### config.mk
export PLATFORM = sky130hd
export DESIGN_NAME = scg_standby_ctrl
export DESIGN_NICKNAME = d
export VERILOG_FILES = /design/src/rtl/scg_pkg.sv /design/src/rtl/scg_clkout.sv /design/src/rtl/scg_standby_ctrl.sv
export SDC_FILE = /design/constraint.sdc
export NUM_CORES = 1
export LEC_CHECK = 0
export ABC_AREA = 0
export BUFFER_PORTS_ARGS = -buffer_cell sky130_fd_sc_hd__buf_2
export CORE_UTILIZATION = 43
export CTS_CLUSTER_SIZE = 12
export DETAILED_ROUTE_END_ITERATION = 10
export PLACE_DENSITY = 0.86
export REMOVE_ABC_BUFFERS = 1
export SLEW_MARGIN = 20
export SYNTH_ARGS = -nofsm -noshare
export SYNTH_HDL_FRONTEND = slang
export SYNTH_SLANG_ARGS = --single-unit
export TNS_END_PERCENT = 10
### constraint.sdc
create_clock -name MCLK -period 1.9 [get_ports MCLK]
set_input_delay 0.19 -clock MCLK [delete_from_list [all_inputs] [get_ports MCLK]]
set_output_delay 0.19 -clock MCLK [all_outputs]
set_load 0.03 [all_outputs]
### src/rtl/scg_pkg.sv
// Behaviour
// - Machine cycle from fx/4, fx/8, fx/64, sub_osc_freq/4
// - One CPU cycle pulse per machine cycle
// - Clock output pin shows only whole pulses
// - STOP accepted only on main system clock
// - HALT accepted on either system clock
// - STOP halts main oscillator only
// - HALT gates only the CPU clock
// - Interval timer runs in HALT, not STOP
// - STOP: serial runs only on external clock
// - HALT: serial runs on main or external
// - STOP: counter runs only on pin source
// - HALT: counter runs on main or pin
// - Watch timer: STOP needs subsystem, HALT runs
// - Display: STOP needs subsystem, HALT runs
// - Converter off in STOP, on in HALT
// - STOP keeps external irqs one, two, three
// - Enabled request or reset ends standby
package scg_pkg;

   // ----------------------------------------------------------------
   // Register map (byte addresses, one word each)
   // ----------------------------------------------------------------
   localparam logic [7:0] OFF_PROC_CLK = 8'h00; // Machine cycle select
   localparam logic [7:0] OFF_SYS_CLK = 8'h04;  // System clock select
   localparam logic [7:0] OFF_CLKOUT = 8'h08;   // Clock output control
   localparam logic [7:0] OFF_PERIPH = 8'h0C;   // Peripheral clock sources
   localparam logic [7:0] OFF_IRQ_EN = 8'h10;   // Wake enable flags
   localparam logic [7:0] OFF_STATUS = 8'h14;   // Read-only mode state

   // ----------------------------------------------------------------
   // Field positions
   // ----------------------------------------------------------------
   localparam int CLKOUT_EN_BIT = 0;  // Output enable
   localparam int CLKOUT_SRC_BIT = 1; // 0 main osc, 1 subsystem osc
   localparam int SIO_EXT_BIT = 0;    // Serial shift clock from pin
   localparam int TMR_EXT_BIT = 1;    // Counter source from pin
   localparam int WATCH_SUB_BIT = 2;  // Watch timer on subsystem
   localparam int LCD_SUB_BIT = 3;    // Display clock on subsystem
   localparam int ST_HALT_BIT = 0;    // Status: in HALT
   localparam int ST_STOP_BIT = 1;    // Status: in STOP
   localparam int ST_MAIN_BIT = 2;    // Status: main oscillator on
   localparam int ST_SUB_BIT = 3;     // Status: running on subsystem

   // ----------------------------------------------------------------
   // Reset values
   // ----------------------------------------------------------------
   localparam logic [1:0] PROC_RESET = 2'h0;   // Slowest main rate
   localparam logic SYS_RESET = 1'b0;          // Main system clock
   localparam logic [3:0] PERIPH_RESET = 4'h0; // Internal sources
   localparam logic [7:0] IRQ_EN_RESET = 8'h00;
   localparam int NUM_IRQ = 8;                 // Wake request lines

   // ----------------------------------------------------------------
   // Divider terminal counts (oscillator edges per cycle, minus one)
   // ----------------------------------------------------------------
   localparam logic [5:0] TC_DIV64 = 6'h3F; // 15.3 us at 4.19 MHz
   localparam logic [5:0] TC_DIV8 = 6'h07;  // 1.91 us at 4.19 MHz
   localparam logic [5:0] TC_DIV4 = 6'h03;  // 0.95 us at 4.19 MHz
   localparam logic [5:0] TC_SUB = 6'h03;   // 122 us at 32.768 kHz

   // ----------------------------------------------------------------
   // Standby modes
   // ----------------------------------------------------------------
   typedef enum logic [1:0] {
      MODE_RUN,
      MODE_HALT,
      MODE_STOP
   } scg_mode_type;

endpackage : scg_pkg

### src/rtl/scg_clkout.sv
module scg_clkout (
   input wire logic clk,
   input wire logic rst,
   input wire logic tick,
   input wire logic en,
   output logic pin
);

   // ----------------------------------------------------------------
   // State
   // ----------------------------------------------------------------
   typedef struct packed {
      logic pin; // Output level
   } scg_clkout_type;

   scg_clkout_type s;      // Registered state
   scg_clkout_type next_s; // Next state

   // Enable only acts while low; a high phase always completes,
   // so a late disable costs one extra pulse rather than a runt.
   always_comb begin
      next_s = s;
      if (tick) begin
         if (s.pin) begin
            next_s.pin = 1'b0;
         end else if (en) begin
            next_s.pin = 1'b1;
         end
      end
   end

   // Single register stage
   always_ff @(posedge clk) begin
      if (rst) begin
         s <= '0;
      end else begin
         s <= next_s;
      end
   end

   assign pin = s.pin;
endmodule : scg_clkout

### src/rtl/scg_standby_ctrl.sv
module scg_standby_ctrl (
   input wire logic MCLK,
   input wire logic RST,
   // APB slave
   input wire logic PSEL,
   input wire logic PENABLE,
   input wire logic PWRITE,
   input wire logic [7:0] PADDR,
   input wire logic [31:0] PWDATA,
   output logic [31:0] PRDATA,
   output logic PREADY,
   output logic PSLVERR,
   // Oscillator pins, asynchronous
   input wire logic MAIN_OSC_TICK,
   input wire logic SUB_OSC_TICK,
   // CPU core and peripherals, same clock
   input wire logic STOP_REQ,
   input wire logic HALT_REQ,
   input wire logic [7:0] IRQ_REQ,
   output logic CPU_CYCLE,
   output logic CPU_RUN,
   output logic MAIN_OSC_EN,
   output logic BT_RUN,
   output logic SIO_RUN,
   output logic TMR_RUN,
   output logic WATCH_RUN,
   output logic LCD_RUN,
   output logic ADC_RUN,
   output logic [3:0] EXT_IRQ_EN,
   output logic CLOCK_OUT_PIN
);

   // ----------------------------------------------------------------
   // State record
   // ----------------------------------------------------------------
   typedef struct packed {
      logic main_s1;                  // Main tick sync, stage one
      logic main_s2;                  // Main tick sync, stage two
      logic main_s3;                  // Main tick edge history
      logic sub_s1;                   // Sub tick sync, stage one
      logic sub_s2;                   // Sub tick sync, stage two
      logic sub_s3;                   // Sub tick edge history
      logic [1:0] proc_sel;           // Machine cycle rate
      logic sys_sel;                  // 1 runs on subsystem clock
      logic clkout_en;                // Clock output enable
      logic clkout_src;               // Clock output source
      logic [3:0] periph_cfg;         // Peripheral source choices
      logic [7:0] irq_en;             // Wake enable flags
      scg_pkg::scg_mode_type mode;    // Standby mode
      logic [5:0] div_cnt;            // Machine cycle divider
      logic cpu_cycle;                // Machine cycle pulse
      logic cpu_run;                  // CPU allowed to execute
      logic main_osc_en;              // Main oscillator enable
      logic bt_run;                   // Interval timer enable
      logic sio_run;                  // Serial interface enable
      logic tmr_run;                  // Timer/event counter enable
      logic watch_run;                // Watch timer enable
      logic lcd_run;                  // Display controller enable
      logic adc_run;                  // Converter enable
      logic [3:0] ext_irq_en;         // External irq detectors
      logic pready;                   // APB ready
      logic pslverr;                  // APB error
      logic [31:0] prdata;            // APB read data
   } scg_state_type;

   scg_state_type s;      // Registered state
   scg_state_type next_s; // Next state

   logic main_edge; // Usable main oscillator edge
   logic sub_edge;  // Usable subsystem oscillator edge
   logic out_tick;  // Clock output source edge

   // ----------------------------------------------------------------
   // Helpers
   // ----------------------------------------------------------------

   // Divider terminal count for the selected rate
   function automatic logic [5:0] term_of(input logic sys_sel,
                                          input logic [1:0] sel);
      logic [5:0] t;
      t = scg_pkg::TC_DIV64;
      if (sys_sel) begin
         t = scg_pkg::TC_SUB;
      end else begin
         case (sel)
            2'h0: t = scg_pkg::TC_DIV64;
            2'h1: t = scg_pkg::TC_DIV8;
            default: t = scg_pkg::TC_DIV4;
         endcase
      end
      return t;
   endfunction : term_of

   // Address decode: one for a mapped word
   function automatic logic addr_ok(input logic [7:0] a);
      return (a == scg_pkg::OFF_PROC_CLK) || (a == scg_pkg::OFF_SYS_CLK)
         || (a == scg_pkg::OFF_CLKOUT) || (a == scg_pkg::OFF_PERIPH)
         || (a == scg_pkg::OFF_IRQ_EN) || (a == scg_pkg::OFF_STATUS);
   endfunction : addr_ok

   // Read multiplexer
   function automatic logic [31:0] read_of(input scg_state_type st,
                                           input logic [7:0] a);
      logic [31:0] d;
      d = 32'h0000_0000;
      case (a)
         scg_pkg::OFF_PROC_CLK: d[1:0] = st.proc_sel;
         scg_pkg::OFF_SYS_CLK: d[0] = st.sys_sel;
         scg_pkg::OFF_CLKOUT: begin
            d[scg_pkg::CLKOUT_EN_BIT] = st.clkout_en;
            d[scg_pkg::CLKOUT_SRC_BIT] = st.clkout_src;
         end
         scg_pkg::OFF_PERIPH: d[3:0] = st.periph_cfg;
         scg_pkg::OFF_IRQ_EN: d[7:0] = st.irq_en;
         scg_pkg::OFF_STATUS: begin
            d[scg_pkg::ST_HALT_BIT] = (st.mode == scg_pkg::MODE_HALT);
            d[scg_pkg::ST_STOP_BIT] = (st.mode == scg_pkg::MODE_STOP);
            d[scg_pkg::ST_MAIN_BIT] = st.main_osc_en;
            d[scg_pkg::ST_SUB_BIT] = st.sys_sel;
         end
         default: d = 32'h0000_0000;
      endcase
      return d;
   endfunction : read_of

   // ----------------------------------------------------------------
   // Next state
   // ----------------------------------------------------------------
   always_comb begin
      logic stop_n;    // Next mode is STOP
      logic wake;      // Enabled request pending
      logic setup;     // APB setup cycle
      logic wr;        // APB write taking effect
      logic [5:0] tc;  // Current terminal count
      logic cyc_edge;  // Edge feeding the divider
      stop_n = 1'b0;
      wake = 1'b0;
      setup = 1'b0;
      wr = 1'b0;
      tc = 6'h00;
      cyc_edge = 1'b0;
      next_s = s;

      // Two-flop synchronisers; the third flop only feeds edge detect
      next_s.main_s1 = MAIN_OSC_TICK;
      next_s.main_s2 = s.main_s1;
      next_s.main_s3 = s.main_s2;
      next_s.sub_s1 = SUB_OSC_TICK;
      next_s.sub_s2 = s.sub_s1;
      next_s.sub_s3 = s.sub_s2;

      // Divider keeps turning in HALT so wake resumes on phase
      tc = term_of(s.sys_sel, s.proc_sel);
      cyc_edge = s.sys_sel ? sub_edge : main_edge;
      next_s.cpu_cycle = 1'b0;
      if (cyc_edge) begin
         if (s.div_cnt >= tc) begin
            next_s.div_cnt = 6'h00;
            next_s.cpu_cycle = (s.mode == scg_pkg::MODE_RUN);
         end else begin
            next_s.div_cnt = s.div_cnt + 6'h01;
         end
      end

      // Standby sequencing; a request with wake pending still enters
      wake = |(IRQ_REQ & s.irq_en);
      case (s.mode)
         scg_pkg::MODE_RUN: begin
            if (STOP_REQ && !s.sys_sel) begin
               next_s.mode = scg_pkg::MODE_STOP;
            end else if (HALT_REQ) begin
               next_s.mode = scg_pkg::MODE_HALT;
            end
         end
         scg_pkg::MODE_HALT, scg_pkg::MODE_STOP: begin
            if (wake) begin
               next_s.mode = scg_pkg::MODE_RUN;
            end
         end
         default: next_s.mode = scg_pkg::MODE_RUN;
      endcase
      // No cycle pulse on the edge that enters standby
      next_s.cpu_cycle = next_s.cpu_cycle &&
         (next_s.mode == scg_pkg::MODE_RUN);

      // Peripheral gating follows the mode being entered
      stop_n = (next_s.mode == scg_pkg::MODE_STOP);
      // HALT and STOP both gate the CPU clock
      next_s.cpu_run = (next_s.mode == scg_pkg::MODE_RUN);
      next_s.main_osc_en = !stop_n;
      next_s.bt_run = !stop_n;
      // Outside STOP the main oscillator runs, so internal source works
      next_s.sio_run = !stop_n ||
         s.periph_cfg[scg_pkg::SIO_EXT_BIT];
      next_s.tmr_run = !stop_n ||
         s.periph_cfg[scg_pkg::TMR_EXT_BIT];
      next_s.watch_run = !stop_n ||
         s.periph_cfg[scg_pkg::WATCH_SUB_BIT];
      next_s.lcd_run = !stop_n ||
         s.periph_cfg[scg_pkg::LCD_SUB_BIT];
      next_s.adc_run = !stop_n;
      next_s.ext_irq_en = {3'h7, !stop_n};

      // APB: answer in the access cycle, write at its edge
      setup = PSEL && !PENABLE;
      wr = PSEL && PENABLE && s.pready && PWRITE && !s.pslverr;
      next_s.pready = setup;
      if (setup) begin
         next_s.prdata = read_of(s, PADDR);
         // Status is read-only; unmapped words answer with an error
         next_s.pslverr = !addr_ok(PADDR) ||
            (PWRITE && PADDR == scg_pkg::OFF_STATUS);
      end else if (!(PSEL && PENABLE)) begin
         next_s.pslverr = 1'b0;
         next_s.prdata = 32'h0000_0000;
      end
      if (wr) begin
         case (PADDR)
            scg_pkg::OFF_PROC_CLK: next_s.proc_sel = PWDATA[1:0];
            scg_pkg::OFF_SYS_CLK: next_s.sys_sel = PWDATA[0];
            scg_pkg::OFF_CLKOUT: begin
               next_s.clkout_en = PWDATA[scg_pkg::CLKOUT_EN_BIT];
               next_s.clkout_src = PWDATA[scg_pkg::CLKOUT_SRC_BIT];
            end
            scg_pkg::OFF_PERIPH: next_s.periph_cfg = PWDATA[3:0];
            scg_pkg::OFF_IRQ_EN: next_s.irq_en = PWDATA[7:0];
            default: next_s.irq_en = s.irq_en;
         endcase
      end
   end

   // Oscillator edges; a stopped main oscillator gives none
   assign main_edge = s.main_s2 && !s.main_s3 &&
      (s.mode != scg_pkg::MODE_STOP);
   assign sub_edge = s.sub_s2 && !s.sub_s3;
   assign out_tick = s.clkout_src ? sub_edge : main_edge;

   // ----------------------------------------------------------------
   // State register
   // ----------------------------------------------------------------
   always_ff @(posedge MCLK) begin
      if (RST) begin
         s <= '0;
         s.proc_sel <= scg_pkg::PROC_RESET;
         s.sys_sel <= scg_pkg::SYS_RESET;
         s.periph_cfg <= scg_pkg::PERIPH_RESET;
         s.irq_en <= scg_pkg::IRQ_EN_RESET;
         s.mode <= scg_pkg::MODE_RUN;
         s.cpu_run <= 1'b1;
         s.main_osc_en <= 1'b1;
         s.bt_run <= 1'b1;
         s.sio_run <= 1'b1;
         s.tmr_run <= 1'b1;
         s.watch_run <= 1'b1;
         s.lcd_run <= 1'b1;
         s.adc_run <= 1'b1;
         s.ext_irq_en <= 4'hF;
      end else begin
         s <= next_s;
      end
   end

   // ----------------------------------------------------------------
   // Clock output gate
   // ----------------------------------------------------------------
   scg_clkout u_clkout (
      .clk(MCLK),
      .rst(RST),
      .tick(out_tick),
      .en(s.clkout_en),
      .pin(CLOCK_OUT_PIN)
   );

   // ----------------------------------------------------------------
   // Outputs, all straight from the state register
   // ----------------------------------------------------------------
   assign PRDATA = s.prdata;
   assign PREADY = s.pready;
   assign PSLVERR = s.pslverr;
   assign CPU_CYCLE = s.cpu_cycle;
   assign CPU_RUN = s.cpu_run;
   assign MAIN_OSC_EN = s.main_osc_en;
   assign BT_RUN = s.bt_run;
   assign SIO_RUN = s.sio_run;
   assign TMR_RUN = s.tmr_run;
   assign WATCH_RUN = s.watch_run;
   assign LCD_RUN = s.lcd_run;
   assign ADC_RUN = s.adc_run;
   assign EXT_IRQ_EN = s.ext_irq_en;
endmodule : scg_standby_ctrl

== After elaboration in Yosys (flattened, before gate mapping) ==
Index checks and enable logic that the tools add are counted.

* Bits in registers: 52
* Logic and storage cells: 98
* Output and inout port bits: 48

* Bitwise operators: 1
* Muxes and demuxes: 19
* Reductions and logical operators: 39
* Eq/ne operators: 11
* Add/sub/neg operators: 1
* Magnitude comparators: 1

{| class="wikitable"
|+ Operators by type and width
! kind !! number
|-
| $mux 33 || 2
|-
| $eq 8x4->1 const B || 2
|-
| $eq 8x5->1 const B || 2
|-
| $mux 6 || 2
|-
| $pmux 6 s2 || 1
|-
| $logic_and 1x1->1 || 11
|-
| $logic_or 1x1->1 || 10
|-
| $reduce_and 2->1 || 5
|-
| $and 8x8->8 || 1
|-
| $eq 8x3->1 const B || 1
|-
| $logic_not 8->1 || 1
|-
| $reduce_or 8->1 || 1
|-
| $logic_not 1->1 || 7
|-
| $add 6x1->6 const B || 1
|-
| $ge 6x6->1 || 1
|-
| $logic_not 2->1 || 3
|-
| $mux 1 || 6
|-
| $mux 2 || 3
|-
| $pmux 1 s6 || 1
|-
| $pmux 2 s3 || 1
|-
| $pmux 1 s5 || 1
|-
| $eq 2x1->1 const B || 2
|-
| $eq 2x2->1 const B || 2
|-
| $mux 4 || 1
|-
| 3 further kinds || 4
|}

== Longest topological paths before layout ==
Gate-level depths: netlist of run 1.

* Depth after elaboration: 9
* Depth in mapped cells: 7

== Hierarchy ==
Synthesis of run 1 repeated with hierarchy kept, for this count alone.

* Cell total of the unflattened synthesis: 280
* Area, all modules: 2547.4 µm²

{| class="wikitable"
|+ By module, submodules not included
! module !! area an instance (µm²) !! cells an instance !! instances
|-
| scg_standby_ctrl || 2508.7 || 276 || 1
|-
| scg_clkout || 38.8 || 4 || 1
|}

== Worst setup path before layout of run 1 ==
No wires, ideal clock.

* Path type: register -> register
* Start: register s[53] (netlist bit)
* End: register s[47] (netlist bit)
* Arrival: 1.742 ns
* Stages on the path, launching flop included: 8
* Buffers on the path: 1
* Setup time: 0.115 ns
* Path slack: 0.043 ns
* Cells stage by stage: dfxtp_1 -> inv_1 -> ha_1 -> nor4b_1 -> or2_2 -> clkbuf_1 -> a31o_2 -> nor2_1

* Cells in the longest elaborated chain, start to end: 3

{| class="wikitable"
|+ Ends and longest elaborated chain
! what !! line !! text
|-
| start: declaration || scg_standby_ctrl.sv:66 || <nowiki>scg_state_type s;</nowiki>
|-
| start signal: assignment || scg_standby_ctrl.sv:259 || <nowiki>s <= next_s;</nowiki>
|-
| $ne 2x2->1 || scg_standby_ctrl.sv:234 || <nowiki>(s.mode != scg_pkg::MODE_STOP);</nowiki>
|-
| $logic_and 1x1->1 || scg_standby_ctrl.sv:233 || <nowiki>assign main_edge = s.main_s2 && !s.main_s3 &&</nowiki>
|-
| $mux 1 || scg_standby_ctrl.sv:154 || <nowiki>cyc_edge = s.sys_sel ? sub_edge : main_edge;</nowiki>
|}

No other way between the ends.
A chain may end at the register's enable or synchronous reset.

== Worst setup path in the final report of run 1 ==
* Start: register s[69] (netlist bit)
* End: register s[51] (netlist bit)

* Cells in the longest elaborated chain, start to end: 3
* Elaborated cells between the ends (all ways): 4

{| class="wikitable"
|+ Ends and longest elaborated chain
! what !! line !! text
|-
| $mux 6 || scg_standby_ctrl.sv:82 || <nowiki>if (sys_sel) begin</nowiki>
|-
| $ge 6x6->1 || scg_standby_ctrl.sv:157 || <nowiki>if (s.div_cnt >= tc) begin</nowiki>
|-
| $mux 6 || scg_standby_ctrl.sv:157 ||
|}

Several ways; a longest one is shown, not always the timed one.

==> impl_metrics.csv, run 1 <==
group,metric,value,unit
cells_and_area,fin_area,2890,µm²
yosys,synth_ff_type,"dfxtp_1",
yosys,yosys.area.top_type,"dfxtp_1",
yosys,synth_top_cell_area_share,38.7,%
sta,finalCritPeriodShare,94.9,%
sta,drv_slew,0,
place,hpwl,4.00,mm
yosys,synth_warnings,0,
floorplan,die_h,78.8,µm
detailed_routing,drc,0,
setup_path,rr_worst_depth,6,
cells_and_area,multi_input_area,1320,µm²
min_path,hold_path_class,"in -> reg",
pwr,pwr-share-comb,16.1,%
clock_network,postCtsSetupBuffers,0,
cells_and_area,antennaDiodeCount,0,
pwr,p_per_area,762,nW/µm²
place,gp_congestion,0.893,
run,max_cap_violations,0,
setup_path,worst_ep_required_time,2.15,ns
setup_path,end_kind,"flip-flop",
clock_network,cts.sinks,49,
yosys,synth_edf_count,0,
place,placed_area,2760,µm²
setup_path,worstSetupStartpointType,"flip-flop",
pwr,p_sw,0.605,mW
floorplan,dieArea,6210,µm²
yosys,synth_common_cells,"dfxtp_1 (49), buf_4 (38), mux2i_1 (23), nor2_1 (21), o21ai_0 (11)",
clock_network,htree_levels,2,
detailed_routing,ant_nets,0,
clock_network,clk_pin_slew,0.09,ns
pwr,irDropWorstVdd,0.403,mV
clock_network,clk_path_buf_depth,2,
sta,period_needed,1.80,ns
sta,max_freq,0.555,GHz
yosys,synth_most_common_cell,"dfxtp_1",
setup_path,worstReg2RegStart,"s[69]$_SDFFE_PP0P_",
yosys,async_flop_share,0,%
detailed_routing,routed_wl,5.07,mm
floorplan,die_x,78.8,µm
detailed_routing,viasPerCell,5.08,
cells_and_area,final_util,51.5,%
cells_and_area,ff_latch_area,982,µm²
min_path,hold_depth,2,
pwr,p_int,1.60,mW
yosys,avgSynthCellArea,9.47,µm²
sta,setup_tns,0,ns
min_path,hold_start,"MAIN_OSC_TICK",
pwr,power_frac_clock,35.0,%
setup_path,reg2reg_to,"s[51]$_SDFFE_PP0P_",
global_route,grt_max_degree,36,
detailed_routing,vias,1976,
clock_network,clock_latency,0.31,ns
sta,holdWs,0.0881,ns
cells_and_area,final_layout_size_suffix_gt1_share,27.4,%
floorplan,start_util,45.2,%
pwr,leakage,1.28,nW
global_route,grt_overflow_total,0,
cells_and_area,fill_cells,522,
clock_network,cts-root-buf,"clkbuf_8",
yosys,ys_ff_latch,49,
setup_path,crit_fanout,6,
floorplan,core_area,5610,µm²
floorplan,rows,27,
floorplan,io_pins,105,
setup_path,crit_type,"reg -> reg",
yosys,synth_area_leaders,"dfxtp_1 (39%), buf_4 (11%), mux2i_1 (9.1%)",
yosys,netlist_instances,268,
sta,finalSetupViolations,0,
setup_path,worstPathArrival,2.05,ns
cells_and_area,areaGrowthSynthToFinish,13.8,%
setup_path,reg2reg_slack,0.1,ns
min_path,hold_end,"next_s[76]$_SDFF_PP0_",
global_route,grt_util_all_layers,17.7,%
detailed_routing,detail_route.wl_per_cell,13.0,µm
clock_network,hold_buffers,0,
yosys,ys_seq_area_share,38.7,%
yosys,yosysUniqueCellTypes,54,
place,io_buffers,53,
sta,hold_violations,0,
detailed_routing,first_pass_iters,4,
global_route,grt_pass1_wl,8.53,mm
detailed_routing,drtIter0Drc,117,
status,status,"completed",
clock_network,cts_tree,"yes",
pwr,seqPwrFrac,48.9,%
yosys,syn_area,2540,µm²
pwr,power_switching_share,27.5,%
clock_network,numCtsBuffers,5,
global_route,antenna_found_initial,0,
sta,rsz0062_at_grt,"no",
global_route,grt_pass1_vias,1859,
cells_and_area,nets,382,
sta,fin_skew,0.00995,ns
==> power groups by stage <==
stage	clock network [mW]	registers [mW]	logic, mW
after global routing	0.835	1.08	0.384
after detailed placement	0	1.10	0.352
after CTS	0.785	1.08	0.353
after global placement	0	1.10	0.346
final	0.769	1.08	0.355
after floorplan	0	1.16	0.165
==> stage by stage <==
step / total power, mW / setup slack [ns] / cells
final: 2.20 / 0.0972 / 389
after global routing: 2.30 / 0.0117 / 389
after CTS: 2.21 / 0.0184 / 389
after detailed placement: 1.45 / -0.0402 / 381
after global placement: 1.44 / 0.0190 / 381
after floorplan: 1.32 / 0.0596 / 245
==> placed cells by master (no fill, tap or decap), drive strengths merged, types with 3 or more instances in the layout <==
master,n
dfxtp,49
nand3b,4
nand3,6
or3,4
inv,5
nand2,9
buf,64
a22o,6
o21ai,11
a21oi,4
ha,9
clkbuf,6
nor2,21
nor2b,9
conb,27
nor3,4
nor4,3
nand2b,9
or2,3
mux2i,23
a22oi,3
==> what timing repair did <==
action	CTS	global route
setup endpoints to repair	2	12
pin swaps	0	1
gates cloned	0	0
resized for setup	1	4
==> cells by family after synthesis <==
logic type               synth area share, %
AND/OR/NAND/NOR                         21.5
buffers and inverters                   13.6
multiplexers                            10.4
adder cells (fa/ha/maj)                 4.44
XOR/XNOR                                1.04
other                                  0.296
flip-flops                              38.7
AO/OA/AOI/OAI                           10.1
==> cell type report <==
cell class              count  area share [%]
multi-input cells         191            45.6
well taps                  72            3.12
repair buffers             64            12.5
clock inverters             2            1.30
clock buffers               6            2.86
inverters                   5           0.650
flip-flops and latches     49            34.0
==> how the worst max path moves through the flow <==
stage                          from                  to  slack (ns)  cells after the start
5_1_grt          s[69]$_SDFFE_PP0P_  s[51]$_SDFFE_PP0P_        0.01                      6
3_5_place_dp               PADDR[0]  s[66]$_SDFFE_PP0P_       -0.04                      5
6_report         s[69]$_SDFFE_PP0P_  s[51]$_SDFFE_PP0P_         0.1                      6
3_3_place_gp               PADDR[0]  s[66]$_SDFFE_PP0P_        0.02                      5
2_1_floorplan  PSLVERR$_SDFFE_PP0P_  s[55]$_SDFFE_PP0P_        0.06                      4
4_1_cts          s[69]$_SDFFE_PP0P_  s[52]$_SDFFE_PP0P_        0.02                      6
==> sequential cells by signal (all words and copies together), names as in the netlist <==
signal	count
PREADY	1
next_s	4
WATCH_RUN	1
s	27
CPU_CYCLE	1
PRDATA	8
SIO_RUN	1
u_clkout.pin	1
EXT_IRQ_EN	1
LCD_RUN	1
PSLVERR	1
TMR_RUN	1
CPU_RUN	1
==> layer usage <==
layer | vias up | global-route usage (%) | routed length (µm)
met1 | 906 | 22.7 | 2270
met5 | - | 0 | 0
met4 | 0 | 8.18 | 119
li1 | 981 | - | -
met3 | 9 | 3.91 | 284
met2 | 80 | 28.2 | 2400
==> worst max-delay path, stage by stage (launching register included) <==
cell	delay [ns]
dfxtp_1	0.32
or3_4	0.40
ha_1	0.31
a211oi_2	0.21
o21ai_1	0.11
a31o_2	0.26
a21oi_1	0.12
Note: power is estimated with default switching activity, not from simulation.
==> inputs of run 2 (changes only) <==
==> constraint.sdc (replaced) <==
create_clock -name MCLK -period 1.9 [get_ports MCLK]
set_input_delay 0.38 -clock MCLK [delete_from_list [all_inputs] [get_ports MCLK]]
set_output_delay 0.38 -clock MCLK [all_outputs]
set_load 0.03 [all_outputs]
==> run 2 against run 1 <==
  * Register-to-register slack worse by 0.07 ns
  * Hold slack better by 0.18 ns
  * Clock skew down 0.0015 ns
==> impl_metrics.csv, run 2 (synthesized netlist as in run 1, its figures left out) <==
group,metric,value,unit
status,status,"completed",
sta,worst_slack,0.0267,ns
floorplan,io_pins,105,
cells_and_area,most-common-layout-cells,"buf_2 (53), dfxtp_1 (48), conb_1 (27)",
min_path,hold_start,"MAIN_OSC_TICK",
min_path,hold_end,"next_s[76]$_SDFF_PP0_",
min_path,hold_path_class,"in -> reg",
sta,drv_slew,0,
setup_path,crit_path_start,"s[71]$_SDFFE_PP0P_",
pwr,leakage,1.29,nW
detailed_routing,vias,2028,
floorplan,die_x,78.8,µm
setup_path,end_kind,"flip-flop",
sta,finalSetupViolations,0,
clock_network,htree_levels,2,
setup_path,crit_chain,"or3_4 > ha_1 > a211oi_2 > o21ai_1 > a31o_2 > nor2_1",
detailed_routing,ant_nets,0,
min_path,hold_depth,2,
setup_path,crit_path_max_incr_delay,0.38,ns
floorplan,dieArea,6210,µm²
global_route,grt_max_degree,36,
setup_path,path_delay_family,"compound AO/OA/AOI/OAI gates",
place,place_ws,-0.214,ns
setup_path,rr_worst_depth,6,
floorplan,rows,27,
clock_network,cts_tree,"yes",
cells_and_area,final_layout_size_suffix_gt1_share,29.0,%
floorplan,core_area,5610,µm²
global_route,grt_overflow_total,0,
place,io_buffers,53,
setup_path,worstSetupStartpointType,"flip-flop",
pwr,p_sw,0.644,mW
setup_path,reg2reg_to,"s[47]$_SDFFE_PP0P_",
place,hpwl,3.96,mm
setup_path,worstReg2RegStart,"s[71]$_SDFFE_PP0P_",
sta,hold_violations,0,
cells_and_area,regMostFlops,"s",
sta,finalCritPeriodShare,98.6,%
pwr,power_switching_share,31.0,%
sta,fin_skew,0.00840,ns
setup_path,cp_num_buf_inv,0,
detailed_routing,viasPerCell,5.16,
global_route,grt_pass1_vias,1829,
detailed_routing,first_pass_iters,4,
setup_path,worstPathArrival,2.13,ns
pwr,seqPwrFrac,51.7,%
clock_network,cts-root-buf,"clkbuf_8",
place,dp_cells,385,
pwr,p_int,1.44,mW
run,max_cap_violations,0,
setup_path,crit_type,"reg -> reg",
setup_path,slowest_stage,"or3_4",
clock_network,cts.sinks,49,
pwr,power_frac_clock,30.8,%
global_route,antenna_found_initial,0,
place,gp_congestion,0.893,
floorplan,die_h,78.8,µm
cells_and_area,nets,386,
setup_path,worst_ep_required_time,2.16,ns
clock_network,clk_path_buf_depth,2,
pwr,p_per_area,718,nW/µm²
cells_and_area,largest_reg_flops,27,
global_route,grt_util_all_layers,18.0,%
cells_and_area,final_util,51.6,%
sta,max_freq,0.534,GHz
global_route,grt_pass1_wl,8.60,mm
cells_and_area,antennaDiodeCount,0,
cells_and_area,final_cells,393,
cells_and_area,fill_cells,532,
detailed_routing,drc,0,
cells_and_area,areaGrowthSynthToFinish,14.1,%
detailed_routing,routed_wl,5.38,mm
pwr,irDropWorstVdd,0.439,mV
clock_network,clock_latency,0.32,ns
detailed_routing,detail_route.wl_per_cell,13.7,µm
clock_network,clk_pin_slew,0.10,ns
cells_and_area,layout_commonest_cell,"buf_2",
detailed_routing,drtIter0Drc,98,
floorplan,start_util,45.2,%
setup_path,crit_fanout,6,
sta,period_needed,1.87,ns
pwr,pwr-share-comb,17.5,%
setup_path,reg2reg_slack,0.03,ns
clock_network,numCtsBuffers,5,
-- run 2: cell types whose count changed in the layout (fill, tap and decap cells not counted) --
| cell | before | now |
|---|---|---|
| inv_6 | 0 | 1 |
| a32o_2 | 0 | 1 |
| clkbuf_8 | 6 | 5 |
| nor4_2 | 0 | 1 |
| nor4_1 | 2 | 1 |
| buf_4 | 10 | 14 |
| clkinv_2 | 0 | 1 |
| a32o_1 | 1 | 0 |
| bufinv_16 | 1 | 0 |
-- run 2: final cells by class --
class                   count  area, µm²  share of cell area (%)
multi-input cells         191       1320                    45.7
flip-flops and latches     49        982                    33.9
repair buffers             68        390                    13.5
well taps                  72       90.1                    3.11
clock buffers               5       68.8                    2.38
clock inverters             3       21.3                   0.735
inverters                   5       18.8                   0.648
-- run 2: power groups by stage --
stage | sequential, mW | clock (mW) | combinational (mW)
floorplan | 1.16 | 0 | 0.165
global route | 1.08 | 0.698 | 0.391
finish | 1.08 | 0.641 | 0.363
global placement | 1.10 | 0 | 0.352
CTS | 1.08 | 0.647 | 0.359
detailed placement | 1.10 | 0 | 0.358
-- run 2: per-layer routing --
metal / global-route usage, % / up-vias / wire (µm)
met3: 3.91 / 11 / 350
met5: 0 / - / 0
met4: 10.4 / 0 / 154
li1: - / 979 / -
met2: 27.6 / 89 / 2520
met1: 23.3 / 949 / 2360
-- run 2: timing repair --
action                     4_1_cts  5_1_grt
hold buffers                     0        0
setup endpoints to repair        5       17
pin swaps                        0        1
hold endpoints to repair         0        0
setup buffers                    0        0
gates resized for setup          1        6
cloned                           0        0
-- run 2: metrics by stage --
stage                     area [µm²]  hold WS [ns]  TNS [ns]  power [mW]
after floorplan                 2300         0.414    -0.626        1.32
after global placement          2790         0.419     -1.87        1.45
after detailed placement        2790         0.432     -2.35        1.46
after CTS                       2880         0.263         0        2.08
after global routing            2900         0.272    -0.385        2.17
final                           2900         0.265         0        2.08
-- run 2: worst max-delay path by stage --
| stage | end | slack [ns] | depth (start not counted) |
|---|---|---|---|
| global route | s[51]$_SDFFE_PP0P_ | -0.08 | 6 |
| detailed placement | s[65]$_SDFFE_PP0P_ | -0.21 | 5 |
| global placement | PRDATA[6]$_SDFFE_PP0P_ | -0.17 | 6 |
| finish | s[47]$_SDFFE_PP0P_ | 0.03 | 6 |
| floorplan | s[55]$_SDFFE_PP0P_ | -0.08 | 4 |
| CTS | s[47]$_SDFFE_PP0P_ | 0.008 | 6 |
-- run 2: worst reg2reg max path: stages (launching register included) --
cell and delay (ns):
dfxtp_1 0.33, or3_4 0.38, ha_1 0.33, a211oi_2 0.25, o21ai_1 0.13, a31o_2 0.27
nor2_1 0.12
==> inputs of run 3 (changes only) <==
--- a/config.mk
+++ b/config.mk
@@ -6,11 +6,11 @@
 export NUM_CORES = 1
 export LEC_CHECK = 0
 export ABC_AREA = 0
-export BUFFER_PORTS_ARGS = -buffer_cell sky130_fd_sc_hd__buf_2
-export CORE_UTILIZATION = 43
+export CORE_UTILIZATION = 51
 export CTS_CLUSTER_SIZE = 12
 export DETAILED_ROUTE_END_ITERATION = 10
-export PLACE_DENSITY = 0.86
+export DONT_BUFFER_PORTS = 1
+export PLACE_DENSITY = 0.79
 export REMOVE_ABC_BUFFERS = 1
 export SLEW_MARGIN = 20
 export SYNTH_ARGS = -nofsm -noshare
==> run 3 against run 2 <==
  * Register-to-register slack better by 0.07 ns
  * Highest routed layer unchanged
  * Count of clock-buffer cells in the layout up 1
  * Final cell count decreased by 15%
  * Sequential power about the same
==> impl_metrics.csv, run 3 (synthesized netlist as in run 1, its figures left out) <==
group,metric,value,unit
global_route,grt_pass1_wl,7.33,mm
clock_network,numCtsBuffers,5,
detailed_routing,viasPerCell,5.36,
sta,max_freq,0.554,GHz
place,gp_congestion,0.822,
pwr,leakage,1.07,nW
clock_network,cts-root-buf,"clkbuf_8",
global_route,grt_util_all_layers,18.3,%
detailed_routing,routed_wl,4.64,mm
sta,finalCritPeriodShare,95.1,%
cells_and_area,regMostFlops,"s",
sta,finalSetupViolations,0,
sta,holdWs,0.144,ns
global_route,grt_pass1_vias,1572,
cells_and_area,final_layout_size_suffix_gt1_share,13.9,%
clock_network,cts_tree,"yes",
clock_network,cts.sinks,49,
setup_path,worstPathArrival,2.05,ns
sta,setup_tns,0,ns
detailed_routing,first_pass_iters,4,
floorplan,start_util,53.4,%
cells_and_area,final_util,55.4,%
min_path,hold_start,"RST",
floorplan,die_x,72.5,µm
cells_and_area,nets,332,
run,max_cap_violations,0,
pwr,irDropWorstVdd,0.521,mV
floorplan,rows,25,
setup_path,worst_ep_required_time,2.14,ns
setup_path,end_kind,"flip-flop",
pwr,p_per_area,792,nW/µm²
setup_path,reg2reg_to,"s[51]$_SDFFE_PP0P_",
clock_network,clk_pin_slew,0.09,ns
min_path,hold_end,"s[71]$_SDFFE_PP0P_",
clock_network,clk_path_buf_depth,2,
detailed_routing,ant_nets,0,
clock_network,htree_levels,2,
cells_and_area,fin_area,2640,µm²
place,placed_area,2510,µm²
sta,fin_skew,0.00610,ns
sta,period_needed,1.81,ns
cells_and_area,largest_reg_flops,27,
global_route,grt_overflow_total,0,
clock_network,clock_latency,0.31,ns
setup_path,reg2reg_slack,0.09,ns
detailed_routing,drtIter0Drc,103,
setup_path,rr_worst_depth,6,
cells_and_area,layout_commonest_cell,"dfxtp_1",
setup_path,worstReg2RegStart,"s[69]$_SDFFE_PP0P_",
clock_network,postCtsSetupBuffers,0,
global_route,grt_max_degree,37,
sta,hold_violations,0,
global_route,antenna_found_initial,0,
status,status,"completed",
cells_and_area,antennaDiodeCount,0,
min_path,hold_depth,1,
cells_and_area,most-common-layout-cells,"dfxtp_1 (48), conb_1 (27), mux2i_1 (23)",
setup_path,worstSetupStartpointType,"flip-flop",
place,io_buffers,0,
floorplan,dieArea,5260,µm²
setup_path,crit_type,"reg -> reg",
setup_path,crit_fanout,6,
detailed_routing,drc,0,
place,hpwl,3.49,mm
sta,drv_slew,0,
cells_and_area,areaGrowthSynthToFinish,3.90,%
min_path,hold_path_class,"in -> reg",
floorplan,io_pins,105,
detailed_routing,vias,1790,
floorplan,die_h,72.5,µm
clock_network,hold_buffers,0,
floorplan,core_area,4750,µm²
detailed_routing,detail_route.wl_per_cell,13.9,µm
## run 3: cell count changes in the layout (fill, tap and decap cells not counted), sizes merged
cell      delta
bufinv       +1
clkinvlp     -1
clkbuf       +1
buf         -54
inv          -1
## run 3: per-layer routing
layer  routed length, µm  vias to the layer above  share of wire [%]  global-route usage (%)
met2                2120                       71                 46                    27.1
met4                  88                        0                1.9                    9.15
met5                   0                        -                  0                       0
met3                 337                        7                7.3                    4.72
met1                2090                      835                 45                    24.7
li1                    -                      877                  -                       -
## run 3: worst max-delay path by stage
stage	cells past startpoint	end	startpoint	slack, ns
4_1_cts	6	s[51]$_SDFFE_PP0P_	s[69]$_SDFFE_PP0P_	0.008
3_3_place_gp	4	s[66]$_SDFFE_PP0P_	PADDR[0]	-0.14
6_report	6	s[51]$_SDFFE_PP0P_	s[69]$_SDFFE_PP0P_	0.09
5_1_grt	6	s[51]$_SDFFE_PP0P_	s[69]$_SDFFE_PP0P_	-0.0001
2_1_floorplan	4	s[55]$_SDFFE_PP0P_	PADDR[0]	-0.08
3_5_place_dp	4	s[64]$_SDFFE_PP0P_	PADDR[0]	-0.12
## run 3: stage by stage
stage          worst slack, ns  cells  total power [mW]
2_1_floorplan          -0.0783    245              1.32
3_3_place_gp            -0.141    326              1.37
3_5_place_dp            -0.118    326              1.37
4_1_cts                0.00762    334              2.11
5_1_grt              -0.000136    334              2.18
6_report                0.0938    334              2.09
## run 3: cell type report
cell class	count	area (µm²)
clock inverters	2	38.8
inverters	5	18.8
flip-flops and latches	49	982
well taps	67	83.8
clock buffers	6	72.6
multi-input cells	191	1320
repair buffers	14	118
fillers	433	2120
## run 3: critical path, stage by stage (launching register included)
cell and delay (ns):
dfxtp_1 0.32, or3_4 0.40, ha_1 0.31, a211oi_2 0.22
o21ai_1 0.11, a31o_2 0.26, a21oi_1 0.12
## run 3: what timing repair did
| action | CTS | global route |
|---|---|---|
| endpoints found under the setup margin | 6 | 12 |
| pin swaps | 1 | 0 |
| resized for setup | 0 | 6 |
## run 3: where the power goes
group	internal (mW)	switching, mW	leakage [nW]	total, mW
clock network	0.395	0.337	0.0554	0.732
registers	1.06	0.0469	0.398	1.11
logic	0.0773	0.173	0.620	0.251
total	1.53	0.558	1.07	2.09
